### src/hdl/vdp_pkg.sv
// Shared constants, modes and the pixel carrier for the pixel output port.
`default_nettype none
package vdp_pkg;
	// --------------------------------------------------------------
	// Output modes, chosen by configuration before streaming.
	// --------------------------------------------------------------
	typedef enum logic [1:0] {
		VDP_MODE_24,      // One pixel per data clock on the primary buses.
		VDP_MODE_422,     // Luma with alternating chroma on the primary buses.
		VDP_MODE_48       // Two pixels per data clock, primary then secondary.
	} vdp_mode_t;

	// One pixel: three 8-bit channel samples.
	typedef struct packed {
		logic [7:0] r;    // Red (or Pr) sample.
		logic [7:0] g;    // Green (or Y) sample.
		logic [7:0] b;    // Blue (or Pb) sample.
	} vdp_rgb_t;

	// --------------------------------------------------------------
	// Timing.
	// --------------------------------------------------------------
	localparam int          CLK_PERIOD_PS = 5000;  // System clock period, 200 MHz.
	localparam int          RST_MIN_US    = 1;     // Least reset low time.
	localparam int          RST_HOLD_CYC  = (RST_MIN_US * 1000000 + CLK_PERIOD_PS - 1) / CLK_PERIOD_PS;
	localparam logic [7:0]  RST_HOLD_CNT  = 8'(RST_HOLD_CYC);  // Settle count after release.
	localparam logic [3:0]  FS_DELAY_PIX  = 4'h8;  // Pixel clocks from line sync trailing edge.
	localparam logic [3:0]  FS_LAST       = 4'h1;  // Counter value on the final pixel clock.
	localparam logic [7:0]  PIX_ZERO      = 8'h00; // Value on unused buses.
endpackage
`default_nettype wire

### src/hdl/vdp_pixel_port.sv
// Pixel output port: pixel buses, forwarded data clock, aligned syncs and crystal clock buffer.
`timescale 1ns/1ps
`default_nettype none
module vdp_pixel_port (
	input  wire logic             clk_sys,                    // System clock, 200 MHz.
	input  wire logic             rst_b,                      // Asynchronous reset, active low.
	input  wire vdp_pkg::vdp_mode_t out_mode,                 // Output mode, static while streaming.
	input  wire vdp_pkg::vdp_rgb_t  sample_in,                // Digitized pixel, valid every cycle.
	input  wire logic             raw_line_sync,              // Line sync from the sync processor.
	input  wire logic             sync_serration,             // High while composite pulses are present.
	input  wire logic             raw_frame_sync,             // Frame sync level from the sync processor.
	input  wire logic             sample_phase_invert,        // Pin: invert sampling phase.
	input  wire logic             xtal_clk,                   // Pin: crystal oscillator clock.
	input  wire logic             xtal_div2_sel,              // High selects crystal clock divided by two.
	output logic [7:0]            red_primary_bus,            // Red primary pixel data.
	output logic [7:0]            green_primary_bus,          // Green primary pixel data.
	output logic [7:0]            blue_primary_bus,           // Blue primary pixel data.
	output logic [7:0]            red_secondary_bus,          // Red secondary pixel data.
	output logic [7:0]            green_secondary_bus,        // Green secondary pixel data.
	output logic [7:0]            blue_secondary_bus,         // Blue secondary pixel data.
	output logic                  forwarded_pixel_clock,      // Forwarded data clock.
	output logic                  forwarded_pixel_clock_inv,  // Inverse of the data clock.
	output logic                  aligned_line_sync,          // Line sync aligned with pixel data.
	output logic                  aligned_frame_sync,         // Artificial frame sync.
	output logic                  crystal_clock_buffer_out    // Buffered crystal clock.
);
	// --------------------------------------------------------------
	// Declarations.
	// --------------------------------------------------------------
	logic [7:0]        hold_cnt_r;       // Settle counter after reset release.
	logic              run_r;            // High once the settle time has passed.
	logic              inv_s1_r;         // Phase invert synchroniser, first stage.
	logic              inv_s2_r;         // Second stage.
	logic              inv_s3_r;         // Third stage.
	logic              inv_lvl_r;        // Accepted phase invert level.
	logic              phase_r;          // Pixel clock divider phase.
	logic              pair_sel_r;       // High when the held pixel waits for its partner.
	logic              cb_sel_r;         // Chroma selector for 4:2:2.
	vdp_pkg::vdp_rgb_t held_r;           // First pixel of a 48-bit pair.
	vdp_pkg::vdp_rgb_t pri_r;            // Primary bus register.
	vdp_pkg::vdp_rgb_t sec_r;            // Secondary bus register.
	vdp_pkg::vdp_rgb_t pri_nxt;          // Next primary value.
	vdp_pkg::vdp_rgb_t sec_nxt;          // Next secondary value.
	logic              fclk_r;           // Forwarded clock register.
	logic              fclk_inv_r;       // Inverse clock register.
	logic              fclk_nxt;         // Next forwarded clock value.
	logic              line_r;           // Aligned line sync register.
	logic              line_prev_r;      // Previous aligned line sync.
	logic [3:0]        fs_cnt_r;         // Frame sync delay counter.
	logic              frame_r;          // Aligned frame sync register.
	logic              xs1_r;            // Crystal clock synchroniser, first stage.
	logic              xs2_r;            // Second stage.
	logic              xs3_r;            // Third stage.
	logic              xlvl_r;           // Accepted crystal clock level.
	logic              xdiv_r;           // Crystal clock halved.
	logic              xout_r;           // Buffered crystal clock register.

	// --------------------------------------------------------------
	// Decode and selection.
	// --------------------------------------------------------------
	wire is48      = (out_mode == vdp_pkg::VDP_MODE_48);
	wire is422     = (out_mode == vdp_pkg::VDP_MODE_422);
	// The invert level picks the other divider phase, a half pixel later.
	wire pixel_en  = run_r & (phase_r ^ inv_lvl_r);
	// Composite pulses are stripped before alignment.
	wire line_q    = raw_line_sync & ~sync_serration;
	// Buses update once per pixel, or once per pair in 48-bit mode.
	wire upd       = pixel_en & (~is48 | pair_sel_r);
	wire trailing  = line_prev_r & ~line_r;
	wire inv_take  = (inv_s2_r == inv_s3_r);
	wire x_take    = (xs2_r == xs3_r);
	wire x_rise    = x_take & xs3_r & ~xlvl_r;
	wire xlvl_nxt  = x_take ? xs3_r : xlvl_r;
	wire xdiv_nxt  = x_rise ? ~xdiv_r : xdiv_r;
	wire [7:0] chroma = cb_sel_r ? sample_in.b : sample_in.r;

	// Bus contents per mode; in 48-bit mode the held pixel leads.
	// Typed patterns, since a bare pattern has no type inside a conditional operand.
	assign pri_nxt  = is48  ? held_r :
	                  is422 ? vdp_pkg::vdp_rgb_t'{r: vdp_pkg::PIX_ZERO, g: sample_in.g, b: chroma} : sample_in;
	assign sec_nxt  = is48  ? sample_in :
	                  vdp_pkg::vdp_rgb_t'{r: vdp_pkg::PIX_ZERO, g: vdp_pkg::PIX_ZERO, b: vdp_pkg::PIX_ZERO};
	// Falls as new data lands, rises mid-word so the receiver samples a settled bus.
	assign fclk_nxt = upd ? 1'b0 : (is48 ? (pixel_en | fclk_r) : run_r);

	// --------------------------------------------------------------
	// Reset settle: all outputs but the crystal clock buffer stay quiet for the least reset time after release.
	// --------------------------------------------------------------
	// A pin tied high never enters this path after power-up reset.
	always_ff @(posedge clk_sys or negedge rst_b) begin
		if (!rst_b) begin
			hold_cnt_r <= 8'h00;
			run_r      <= 1'b0;
		end else if (!run_r) begin
			hold_cnt_r <= hold_cnt_r + 8'h01;
			run_r      <= (hold_cnt_r == vdp_pkg::RST_HOLD_CNT);
		end
	end

	// --------------------------------------------------------------
	// Phase invert pin: three stages, change taken when stages two and three agree.
	// --------------------------------------------------------------
	// A change costs at most one doubled or skipped pixel, so the host toggles it in frame sync.
	always_ff @(posedge clk_sys or negedge rst_b) begin
		if (!rst_b) begin
			inv_s1_r  <= 1'b0;
			inv_s2_r  <= 1'b0;
			inv_s3_r  <= 1'b0;
			inv_lvl_r <= 1'b0;
		end else begin
			inv_s1_r  <= sample_phase_invert;
			inv_s2_r  <= inv_s1_r;
			inv_s3_r  <= inv_s2_r;
			inv_lvl_r <= inv_take ? inv_s3_r : inv_lvl_r;
		end
	end

	// --------------------------------------------------------------
	// Pixel divider, pairing and chroma order.
	// --------------------------------------------------------------
	// Pair and chroma order restart in line sync so each line starts on a primary word.
	always_ff @(posedge clk_sys or negedge rst_b) begin
		if (!rst_b) begin
			phase_r    <= 1'b0;
			pair_sel_r <= 1'b0;
			cb_sel_r   <= 1'b1;
			held_r     <= '0;
		end else begin
			phase_r <= run_r ? ~phase_r : 1'b0;
			if (pixel_en) begin
				pair_sel_r <= is48 & ~line_q & ~pair_sel_r;
				cb_sel_r   <= line_q | ~cb_sel_r;
				held_r     <= sample_in;
			end
		end
	end

	// --------------------------------------------------------------
	// Output registers: buses, line sync and the clock pair move together.
	// --------------------------------------------------------------
	always_ff @(posedge clk_sys or negedge rst_b) begin
		if (!rst_b) begin
			pri_r      <= '0;
			sec_r      <= '0;
			line_r     <= 1'b0;
			fclk_r     <= 1'b0;
			fclk_inv_r <= 1'b1;
		end else begin
			if (upd) begin
				pri_r  <= pri_nxt;
				sec_r  <= sec_nxt;
				line_r <= line_q;
			end
			fclk_r     <= fclk_nxt;
			fclk_inv_r <= ~fclk_nxt;
		end
	end

	// --------------------------------------------------------------
	// Artificial frame sync, placed a fixed pixel count after the line trailing edge.
	// --------------------------------------------------------------
	always_ff @(posedge clk_sys or negedge rst_b) begin
		if (!rst_b) begin
			line_prev_r <= 1'b0;
			fs_cnt_r    <= 4'h0;
			frame_r     <= 1'b0;
		end else begin
			line_prev_r <= line_r;
			if (trailing) begin
				fs_cnt_r <= vdp_pkg::FS_DELAY_PIX;
			end else if (pixel_en && fs_cnt_r != 4'h0) begin
				fs_cnt_r <= fs_cnt_r - 4'h1;
			end
			if (pixel_en && fs_cnt_r == vdp_pkg::FS_LAST) begin
				frame_r <= raw_frame_sync;
			end
		end
	end

	// --------------------------------------------------------------
	// Crystal clock buffer, oversampled; edges carry up to one cycle of jitter.
	// --------------------------------------------------------------
	always_ff @(posedge clk_sys or negedge rst_b) begin
		if (!rst_b) begin
			xs1_r  <= 1'b0;
			xs2_r  <= 1'b0;
			xs3_r  <= 1'b0;
			xlvl_r <= 1'b0;
			xdiv_r <= 1'b0;
			xout_r <= 1'b0;
		end else begin
			xs1_r  <= xtal_clk;
			xs2_r  <= xs1_r;
			xs3_r  <= xs2_r;
			xlvl_r <= xlvl_nxt;
			xdiv_r <= xdiv_nxt;
			xout_r <= xtal_div2_sel ? xdiv_nxt : xlvl_nxt;
		end
	end

	assign red_primary_bus           = pri_r.r;
	assign green_primary_bus         = pri_r.g;
	assign blue_primary_bus          = pri_r.b;
	assign red_secondary_bus         = sec_r.r;
	assign green_secondary_bus       = sec_r.g;
	assign blue_secondary_bus        = sec_r.b;
	assign forwarded_pixel_clock     = fclk_r;
	assign forwarded_pixel_clock_inv = fclk_inv_r;
	assign aligned_line_sync         = line_r;
	assign aligned_frame_sync        = frame_r;
	assign crystal_clock_buffer_out  = xout_r;
endmodule
`default_nettype wire

### config.mk
export PLATFORM = sky130hd
export DESIGN_NAME = vdp_pixel_port
export DESIGN_NICKNAME = d
export VERILOG_FILES = /design/src/hdl/vdp_pkg.sv /design/src/hdl/vdp_pixel_port.sv
export SDC_FILE = /design/constraint.sdc
export NUM_CORES = 1
export LEC_CHECK = 0
export BUFFER_PORTS_ARGS = -buffer_cell sky130_fd_sc_hd__buf_2
export CORE_MARGIN = 2
export CORE_UTILIZATION = 40
export CTS_CLUSTER_DIAMETER = 40
export DETAILED_ROUTE_END_ITERATION = 7
export PLACE_DENSITY = 0.67
export SYNTH_ARGS = -nofsm -noshare
export SYNTH_HDL_FRONTEND = slang
export SYNTH_SLANG_ARGS = --single-unit
### constraint.sdc
create_clock -name clk_sys -period 1.88 [get_ports clk_sys]
set_input_delay 0.282 -clock clk_sys [delete_from_list [all_inputs] [get_ports clk_sys]]
set_output_delay 0.282 -clock clk_sys [all_outputs]
set_load 0.005 [all_outputs]
==> metrics.cfg <==
[cts]
cts-buffers-inserted = 9
cts.sinks = 103
cts_tree = done
clk_pin_slew_ns = 0.07
ctsLongestPathBuffers = 2
clk_latency_ns = 0.34
cts_htree_levels = 3
cts_resized = 0
clock-root-buffer = clkbuf_16

[yosys]
synthTopCellsByCount = 101 x dfrtp_1, 39 x mux2_2, 24 x a22o_1
syn_inst = 329
syn_area_um2 = 4589
yosysWarnings = 0
yosysUniqueCellTypes = 43
ys_ff_latch = 103
synth_flop_cell = dfrtp_1
synth_edf_count = 0
synth_area_leader_cell = dfrtp_1
seq_area_frac_synth = 0.5622
syn_avg_cell_area_um2 = 13.95
yosys.area.top_type_share = 0.5507
synth.most_common_cell = dfrtp_1
async_reset_ff_frac = 1.000
ys_top_cells_by_area = dfrtp_1 55%, mux2_2 9.6%, mux2_4 5.2%
synth.net_count = 368

[power_and_ir_drop]
power_frac_seq = 0.494
combPwrFrac = 0.085
clkPwrFrac = 0.422
switchingPower_mw = 1.056
p_sw_frac = 0.2207
leakage_nw = 2.708
p_int_mw = 3.729
power.density_nw_per_um2 = 854.4
peakVddDrop_mv = 0.5235

[drt]
wirelength_met1_mm = 4.448
wl_per_cell_um = 16.57
first_pass_iters = 4
via_count = 2960
wl_met2_mm = 4.538
drc = 0
via_per_inst = 5.211
detail_route.wirelength_mm = 9.412
ant_nets = 0
top_layer = met4
route.met3.wl_um = 292
drtIter0Drc = 185

[global_route]
grt_use_total = 0.1610
grt_start_max_net_pins = 37
antenna_found_initial = 0
grt_overflow = 0
grt_pass1_vias = 3104
grt_pass1_wl_mm = 15.93

[sta]
fmax_mhz = 604.3
tightestPinTransition_ns = 0.4416
finalSetupViolCount = 0
finalHoldViolCount = 0
final_max_slew_viol_count = 0
clock_skew_ns = 0.006188
rsz0062_at_grt = no
fin_tns_setup_ns = 0
slew_headroom = 0.7033
setup_slack_ns = 0.2253
fin_crit_ns = 1.655
fin_crit_sh = 0.8802

[die]
initial_core_util = 0.4054
die_y_um = 111.1
core_area_um2 = 11320
io_pins = 87
rows = 39
fp.dieW_um = 111.1
dieArea_um2 = 12350

[status]
outcome = complete, no violations

[final_layout]
insertedDiodeCount = 0
fillers = 1009
area_delta_synth_final_pct = 22.03
drive_gt1_frac = 0.4165
postLayoutCoreUtil = 0.4947
final_nets = 459
instances_no_fill = 568

[hold_path]
holdPathStages = 1
hp-class = input pin to flop

[place]
dp_worst_setup_slack_ns = 0.1698
portBuffers = 86
dp.final_hpwl_mm = 6.718
dp.cells = 551
gp_congestion = 0.7627

[worst_setup_path]
required_ns = 2.10
critPathArrivalTime_ns = 1.87
crit_fanout = 17
worstSetupStartpointType = flop
reg2regPathDepth = 4
crit_path_end_kind = flop
path_class = flop to flop

[job]
maxCapViolCount = 0

==> state kept, by name, indices dropped and copies added, names as in the netlist, 4 cells and up <==
register / flops
held_r: 24
blue_primary_bus: 8
blue_secondary_bus: 8
green_primary_bus: 8
green_secondary_bus: 8
hold_cnt_r: 8
red_primary_bus: 8
red_secondary_bus: 8
fs_cnt_r: 4
==> logic make-up after synthesis <==
| kind of cell | after synthesis | synth area share |
|---|---|---|
| DFF | 103 | 0.5622 |
| muxes | 82 | 0.2088 |
| and+or+nand+nor | 50 | 0.06925 |
| AOI/OAI and AO/OA | 47 | 0.08779 |
| buffers and inverters | 31 | 0.03708 |
| xor gates and xnor gates | 10 | 0.01909 |
| adders and majority gates | 6 | 0.01581 |
==> critical path, stage by stage (launching register included) <==
cell     delay [ns]
dfrtp_1        0.42
xnor2_1        0.34
a211o_2        0.26
buf_12         0.18
mux2_1         0.33
==> repair_timing <==
item | CTS | global route
buffers inserted | 0 | 0
hold buffers | 1 | 0
endpoints found under the hold margin | 23 | 0
==> cell type report <==
cell class	instances	area (um^2)	area share
Clock inverter	5	81.33	0.01452
Multi-Input combinational cell	195	1841	0.3286
Clock buffer	11	242.7	0.04334
Timing Repair Buffer	102	643.1	0.1148
Inverter	9	33.78	0.006032
Tap cell	143	178.9	0.03195
Sequential cell	103	2580	0.4607
==> power groups by stage <==
stage	registers (mW)	logic, mW	clock network [mW]
after CTS	2.36	0.416	2.06
after global placement	2.40	0.399	0
after detailed placement	2.41	0.412	0
final	2.36	0.405	2.02
after floorplan	2.40	0.198	0
after global routing	2.38	0.452	2.17
==> cell usage in the layout, fill, tap and decap left out, types with 9 or more instances in the layout <==
cell       instances
buf_2             85
mux2i_1           20
dfrtp_1          101
mux2_4            16
mux2_2            39
clkbuf_16          9
nor2b_1           10
inv_1              9
a22o_1            24
xnor2_1            9
buf_4              9
==> worst paths after layout <==
kind,from,to,slack (ns)
max,inv_lvl_r,blue_primary_bus[3],0.23
min,xtal_clk,xs1_r,0.04
max reg2reg,inv_lvl_r,blue_primary_bus[3],0.23
min reg2reg,inv_s1_r,inv_s2_r,0.35
max in group asynchronous,rst_b,cb_sel_r,0.90
min in group asynchronous,rst_b,aligned_line_sync,0.40
==> layer usage <==
layer	vias to the layer above	track usage
met5	-	0
met4	0	0.06091
met3	8	0.02624
met2	57	0.2532
met1	1505	0.2257
li1	1390	-
==> through the flow <==
stage,area (um^2),hold WS (ns),total power [mW]
final,5600,0.04250,4.785
after global routing,5600,0.02965,4.994
after CTS,5600,0.03711,4.838
after detailed placement,5266,0.2308,2.819
after global placement,5266,0.2305,2.800
after floorplan,4589,-0.01359,2.599
Note: power is estimated with default switching activity, not from simulation.
